--- src/rtl/fbcsm_params.svh ---
`ifndef FBCSM_PARAMS_SVH
`define FBCSM_PARAMS_SVH
// Summary of operation
// - Power-up puts every bank in array read
// - Array read of busy bank gives undefined data
// - Setup commands ignored while controller active
// - Clear status clears errors unless busy/suspended
// - Output mode applies to command's addressed bank
// - Four modes: array, status, signature, query
// - Bank holds output mode until new command
// - Next state ignores the bank output mode

// Command codes on the low data byte
`define FBCSM_CMD_READ_ARRAY  8'hFF
`define FBCSM_CMD_READ_STATUS 8'h70
`define FBCSM_CMD_READ_SIG    8'h90
`define FBCSM_CMD_READ_QUERY  8'h98
`define FBCSM_CMD_CLR_STATUS  8'h50
`define FBCSM_CMD_LOCK_SETUP  8'h60
`define FBCSM_CMD_OTP_SETUP   8'hC0
`define FBCSM_CMD_PROG_SETUP  8'h40
`define FBCSM_CMD_LOCK_CONF   8'h01
`define FBCSM_CMD_LOCKDN_CONF 8'h2F
`define FBCSM_CMD_SETCFG_CONF 8'h03
// Default bank count
`define FBCSM_NUM_BANKS       8
`endif

--- src/rtl/fbcsm_pkg.sv ---
package fbcsm_pkg;
  // Command interface states
  typedef enum logic [2:0] {
    FBCSM_READY, FBCSM_LOCK_SETUP, FBCSM_OTP_SETUP, FBCSM_OTP_BUSY,
    FBCSM_PROG_SETUP, FBCSM_PROG_BUSY
  } fbcsm_state_t;
  // Per-bank output modes
  typedef enum logic [1:0] {
    FBCSM_OUT_ARRAY, FBCSM_OUT_STATUS, FBCSM_OUT_SIG, FBCSM_OUT_QUERY
  } fbcsm_out_t;
endpackage

--- src/rtl/fbcsm_top.sv ---
`include "fbcsm_params.svh"
module fbcsm_top #(
  parameter int NUM_BANKS = `FBCSM_NUM_BANKS,
  parameter int BANK_W    = $clog2(`FBCSM_NUM_BANKS)
) (
  // Clock, reset, enable
  input  wire logic                         i_clk,
  input  wire logic                         i_reset_n,
  input  wire logic                         i_ce,
  // Command write cycle
  input  wire logic                         i_wr,
  input  wire logic [BANK_W-1:0]            i_bank,
  input  wire logic [7:0]                   i_cmd,
  // Program/erase controller
  input  wire logic                         i_pec_active,
  input  wire logic                         i_pec_suspended,
  input  wire logic                         i_pec_done,
  // Error events to the status word
  input  wire logic                         i_err_set,
  // Read side
  input  wire logic [BANK_W-1:0]            i_rd_bank,
  output fbcsm_pkg::fbcsm_out_t             o_rd_mode,
  output logic                              o_rd_undef,
  // Interface state and status
  output fbcsm_pkg::fbcsm_state_t           o_state,
  output logic                              o_lock_err,
  output logic                              o_err
);
  import fbcsm_pkg::*;

  fbcsm_state_t             state;            // Interface state
  fbcsm_out_t               mode [NUM_BANKS]; // Per-bank output mode
  logic [NUM_BANKS-1:0]     busy_bank;        // Banks with operation underway
  logic                     lock_err;         // Sticky lock error
  logic                     err;              // Sticky general error
  fbcsm_state_t             next_state;       // Next interface state
  logic                     next_lock_err;    // Lock error raise
  logic                     setup_cmd;        // Write is a two-cycle first cycle

  // Classify first cycles of two-cycle commands
  function automatic logic is_setup(input logic [7:0] c);
    is_setup = (c == `FBCSM_CMD_LOCK_SETUP) || (c == `FBCSM_CMD_OTP_SETUP) ||
               (c == `FBCSM_CMD_PROG_SETUP);
  endfunction

  assign setup_cmd = is_setup(i_cmd);

  // Next state from state, write command and controller active/done flags only
  always_comb begin
    next_state    = state;
    next_lock_err = 1'b0;
    case (state)
      FBCSM_READY: begin
        if (i_wr && !i_pec_active) begin // Setup ignored while active
          if (i_cmd == `FBCSM_CMD_LOCK_SETUP) next_state = FBCSM_LOCK_SETUP;
          else if (i_cmd == `FBCSM_CMD_OTP_SETUP) next_state = FBCSM_OTP_SETUP;
          else if (i_cmd == `FBCSM_CMD_PROG_SETUP) next_state = FBCSM_PROG_SETUP;
        end
      end
      FBCSM_LOCK_SETUP: begin
        if (i_wr) begin
          next_state = FBCSM_READY;
          next_lock_err = !(i_cmd == `FBCSM_CMD_LOCK_CONF || i_cmd == `FBCSM_CMD_LOCKDN_CONF ||
                            i_cmd == `FBCSM_CMD_SETCFG_CONF);
        end
      end
      FBCSM_OTP_SETUP:  if (i_wr) next_state = FBCSM_OTP_BUSY;
      FBCSM_PROG_SETUP: if (i_wr) next_state = FBCSM_PROG_BUSY;
      FBCSM_OTP_BUSY, FBCSM_PROG_BUSY: begin
        if (i_pec_done) next_state = FBCSM_READY;
      end
      default: next_state = FBCSM_READY;
    endcase
  end

  // Interface state register
  always_ff @(posedge i_clk) begin
    if (!i_reset_n) state <= FBCSM_READY;
    else if (i_ce) state <= next_state;
  end

  // Per-bank output mode, held until a new command
  always_ff @(posedge i_clk) begin
    if (!i_reset_n) begin
      for (int b = 0; b < NUM_BANKS; b++) mode[b] <= FBCSM_OUT_ARRAY;
    end else if (i_ce && i_wr) begin
      if (state == FBCSM_READY && !(i_pec_active && setup_cmd)) begin
        case (i_cmd)
          `FBCSM_CMD_READ_ARRAY:  mode[i_bank] <= FBCSM_OUT_ARRAY;
          `FBCSM_CMD_READ_STATUS: mode[i_bank] <= FBCSM_OUT_STATUS;
          `FBCSM_CMD_READ_SIG:    mode[i_bank] <= FBCSM_OUT_SIG;
          `FBCSM_CMD_READ_QUERY:  mode[i_bank] <= FBCSM_OUT_QUERY;
          `FBCSM_CMD_OTP_SETUP,
          `FBCSM_CMD_PROG_SETUP:  mode[i_bank] <= FBCSM_OUT_STATUS;
          default: ;
        endcase
      end else if (state == FBCSM_OTP_BUSY || state == FBCSM_PROG_BUSY) begin
        // Busy: only read commands move the output, setups stay ignored
        case (i_cmd)
          `FBCSM_CMD_READ_ARRAY:  mode[i_bank] <= FBCSM_OUT_ARRAY; // Data undefined on busy bank
          `FBCSM_CMD_READ_STATUS: mode[i_bank] <= FBCSM_OUT_STATUS;
          `FBCSM_CMD_READ_SIG:    mode[i_bank] <= (state == FBCSM_OTP_BUSY) ? FBCSM_OUT_STATUS : FBCSM_OUT_SIG;
          `FBCSM_CMD_READ_QUERY:  mode[i_bank] <= (state == FBCSM_OTP_BUSY) ? FBCSM_OUT_STATUS : FBCSM_OUT_QUERY;
          default: ;              // Other codes leave the output unchanged
        endcase
      end else if (state != FBCSM_READY) begin
        mode[i_bank] <= FBCSM_OUT_STATUS; // Second cycle shows status
      end
    end
  end

  // Track which bank runs a program
  always_ff @(posedge i_clk) begin
    if (!i_reset_n) busy_bank <= '0;
    else if (i_ce) begin
      if (i_pec_done) busy_bank <= '0;
      else if (i_wr && (state == FBCSM_OTP_SETUP || state == FBCSM_PROG_SETUP))
        busy_bank[i_bank] <= 1'b1;
    end
  end

  // Error flags: set wins over clear; clear blocked when busy/suspended
  always_ff @(posedge i_clk) begin
    if (!i_reset_n) begin
      lock_err <= 1'b0;
      err      <= 1'b0;
    end else if (i_ce) begin
      if (next_lock_err) lock_err <= 1'b1;
      else if (i_wr && state == FBCSM_READY && i_cmd == `FBCSM_CMD_CLR_STATUS &&
               !i_pec_active && !i_pec_suspended) lock_err <= 1'b0;
      if (i_err_set) err <= 1'b1;
      else if (i_wr && state == FBCSM_READY && i_cmd == `FBCSM_CMD_CLR_STATUS &&
               !i_pec_active && !i_pec_suspended) err <= 1'b0;
    end
  end

  // Registered outputs
  always_ff @(posedge i_clk) begin
    if (!i_reset_n) begin
      o_rd_mode  <= FBCSM_OUT_ARRAY;
      o_rd_undef <= 1'b0;
      o_state    <= FBCSM_READY;
      o_lock_err <= 1'b0;
      o_err      <= 1'b0;
    end else if (i_ce) begin
      o_rd_mode  <= mode[i_rd_bank];
      o_rd_undef <= busy_bank[i_rd_bank] && mode[i_rd_bank] == FBCSM_OUT_ARRAY;
      o_state    <= state;
      o_lock_err <= lock_err;
      o_err      <= err;
    end
  end
endmodule // fbcsm_top

--- config.mk ---
export PLATFORM = sky130hd
export DESIGN_NAME = fbcsm_top
export DESIGN_NICKNAME = d
export VERILOG_FILES = /design/src/rtl/fbcsm_pkg.sv /design/src/rtl/fbcsm_top.sv
export VERILOG_INCLUDE_DIRS = /design/src /design/src/rtl
export SDC_FILE = /design/constraint.sdc
export NUM_CORES = 1
export LEC_CHECK = 0
export BUFFER_PORTS_ARGS = -buffer_cell sky130_fd_sc_hd__buf_2
export CAP_MARGIN = 20
export CORE_ASPECT_RATIO = 0.8
export CORE_UTILIZATION = 51
export DETAILED_ROUTE_END_ITERATION = 12
export PLACE_DENSITY = 0.86
export SLEW_MARGIN = 25
export SYNTH_ARGS = -nofsm -noshare
export SYNTH_HDL_FRONTEND = slang
export SYNTH_SLANG_ARGS = --single-unit
--- constraint.sdc ---
create_clock -name i_clk -period 1.7 [get_ports i_clk]
set_input_delay 0.17 -clock i_clk [delete_from_list [all_inputs] [get_ports i_clk]]
set_output_delay 0.17 -clock i_clk [all_outputs]
set_load 0.01 [all_outputs]
==> impl_metrics.csv <==
group,metric,value,unit
outcome,outcome,"finished with violations",
outcome,violations,"negative setup slack",
power_and_ir_drop,leakage,0.001002,uW
critical_path,startpoint_type,"flop",
floorplan,dieArea,4389,um^2
critical_path,path_class,"flop to flop",
sta,fmax,0.5403,GHz
floorplan,die_h,59.46,um
synthesis,synth.avg_cell_area,9.654,um^2
sta,finalCritPeriodShare,108.9,%
critical_path,r2r-end,"mode[0][0]",
sta,worstMarginPinSlew,0.4766,ns
placement,dpl_cell_area,2426,um^2
finish,utilization,69.16,%
synthesis,synth-edff-count,16,
critical_path,reg2reg_depth,6,
clock_tree,cts-buffers-inserted,5,
min_path,hp-class,"primary input to flop",
synthesis,syn-instance-count,218,
finish,fin_area,2683,um^2
sta,slew_headroom,67.93,%
finish,drive_gt1_share,36.09,%
clock_tree,cts_hold_buf,0,
sta,period_needed,1.851,ns
floorplan,rows,20,
clock_tree,cts_root_buffer,"clkbuf_8",
clock_tree,ctsHtreeMaxLevel,2,
floorplan,ios,30,
synthesis,yosys_warnings,0,
critical_path,rr_startpoint,"state[1]",
grt,grt_use_met3,4.422,%
grt,antenna_found_initial,0,
route,ant_nets,0,
route,wl_per_cell,16.47,um
grt,grt_util_met2,41.55,%
min_path,hold_path_depth,3,
route,drtIter0Drc,140,
finish,fill_cells,279,
clock_tree,cts_tree,"built",
synthesis,ys_types,46,
min_path,holdPathEnd,"err",
critical_path,path_max_fanout,5,
sta,holdWs,0.1648,ns
clock_tree,cts.sinks,37,
route,dr_total_vias,1897,
placement,gp_congestion,0.9494,
power_and_ir_drop,p_total,2009,uW
floorplan,core_area,3879,um^2
min_path,hp-start,"i_err_set",
synthesis,synth-main-ff-cell,"dfxtp_1",
sta,setup_ws,-0.1510,ns
power_and_ir_drop,power_density,748.8,nW/um^2
sta,finalClockSkew,0.008365,ns
synthesis,synthesis.nets,240,
grt,gr-usage-met1,35.64,%
placement,dp.final_hpwl,3.747,mm
sta,final-hold-violation-count,0,
critical_path,rrSetupSlack,-0.15,ns
synthesis,postSynthRegisterBits,37,
finish,final_nets,287,
clock_tree,cts_max_path_buffers,2,
power_and_ir_drop,worst_ir_drop_vdd,0.4720,mV
finish,area_growth,27.47,%
sta,rsz0062_at_grt,"true",
critical_path,cp-end-kind,"flop",
floorplan,die_w,73.82,um
floorplan,initial_utilization,54.26,%
job,cap_viol_max_count,0,
synthesis,synthArstFlopShare,0,%
grt,grt_max_degree,21,
synthesis,yosysSeqAreaShare,42.81,%
placement,post-place-ws,-0.2842,ns
route,wl,5.288,mm
clock_tree,path_clk_slew,0.07,ns
placement,port_buffers,29,
grt,busiest_layer,"met2",
route,first_pass_iters,4,
synthesis,synth_area,2105,um^2
critical_path,cp-startpoint,"state[1]",
grt,grt_pass1_vias,1794,
route,vias_per_cell,5.910,
sta,setup_viol,26,
critical_path,cp.arrival,1.88,ns
clock_tree,clock_latency,0.29,ns
critical_path,cp.required,1.73,ns
finish,diodes,0,
grt,grt_overflow,0,
grt,grt_pass1_wl,8.487,mm
grt,grt_usage,25.94,%
sta,slew_viol_final,0,
route,drc,0,
report_power, final:
part / switching, uW / leakage, uW / internal (uW)
Sequential: 13.5 / 0.000310 / 954
Combinational: 141 / 0.000633 / 113
Clock: 309 / 0.0000585 / 478
Total: 463 / 0.00100 / 1550
cell usage in the layout (no fill, tap or decap), types with 4 or more instances in the layout:
cell	count
buf_2	29
mux4_2	5
buf_4	24
edfxtp_1	16
nand2_1	21
o21ai_0	4
clkbuf_8	6
a21oi_1	11
nand3_1	4
nor2_2	7
mux2i_1	11
nor3_1	4
o21a_1	5
dfxtp_1	19
nor2b_1	12
nor2_1	22
synth_stat cells, types with 2 or more instances:
cell type	n	area [um^2]
a2111oi_4	2	55.05
a21oi_1	15	75.07
a22oi_1	3	22.52
a31oi_1	4	25.02
and3_1	3	18.77
and4_1	2	17.52
buf_2	4	20.02
clkbuf_1	9	33.78
dfxtp_1	21	420.4
edfxtp_1	16	480.5
inv_1	2	7.510
mux2i_1	11	110.1
mux4_2	5	112.6
nand2_1	21	78.83
nand2b_1	3	18.77
nand3_1	4	20.02
nand3b_1	2	15.01
nand4_1	3	18.77
nor2_1	29	108.9
nor2b_1	12	75.07
nor3_1	4	20.02
nor3b_1	4	30.03
nor4_1	3	18.77
nor4b_1	3	26.28
o21a_1	5	37.54
o21ai_0	6	30.03
or3_1	2	12.51
xor2_1	2	17.52
layer usage:
| metal | vias to the layer above | part of all wire (%) |
|---|---|---|
| li1 | 899 | - |
| met1 | 886 | 44 |
| met2 | 100 | 46 |
| met3 | 12 | 8.3 |
| met4 | 0 | 1.7 |
| met5 | - | 0 |
what timing repair did:
item | 4_1_cts | 5_1_grt
setup endpoints to repair | 28 | 29
pin swaps | 2 | 2
resized for setup | 7 | 22
setup buffers | 2 | 1
gates cloned | 0 | 0
critical path: stages (launching register included):
cell and delay [ns]:
dfxtp_4 0.37, or3_4 0.40, a21oi_2 0.12, and4bb_4 0.22, a2111oi_4 0.20, buf_4 0.20
a21oi_1 0.07
layout make-up:
type / instances / area (um^2) / area share [%]
Multi-Input combinational cell: 165 / 1247 / 46.50
Sequential cell: 37 / 905.9 / 33.77
Timing Repair Buffer: 54 / 336.6 / 12.55
Clock buffer: 7 / 86.33 / 3.218
Tap cell: 55 / 68.82 / 2.565
Clock inverter: 1 / 30.03 / 1.119
Inverter: 2 / 7.507 / 0.2799
state kept, by name, indices dropped and copies added (netlist names):
| name | cells |
|---|---|
| o_err | 1 |
| o_state | 3 |
| o_rd_mode | 2 |
| o_rd_undef | 1 |
| busy_bank | 8 |
| lock_err | 1 |
| o_lock_err | 1 |
| mode | 16 |
| err | 1 |
| state | 3 |
cells by family after synthesis:
logic type	after synthesis	share of synthesized area, %
XOR/XNOR	2	0.8325
AO/OA/AOI/OAI	45	16.05
AND/OR/NAND/NOR	102	26.64
multiplexers	16	10.58
buffers and inverters	16	3.091
flip-flops	37	42.81
stage by stage:
| step | setup TNS, ns | cells |
|---|---|---|
| detailed placement | -5.211 | 310 |
| global route | -4.245 | 321 |
| CTS | -3.182 | 320 |
| finish | -2.906 | 321 |
| global placement | -3.324 | 310 |
| floorplan | -0.3230 | 218 |
worst max path at each step:
stage and end:
4_1_cts mode[0][0], 2_1_floorplan mode[0][0], 5_1_grt mode[0][0], 6_report mode[0][0], 3_3_place_gp mode[2][1], 3_5_place_dp mode[0][1]
No activity file was read; power rests on OpenSTA's default activity.
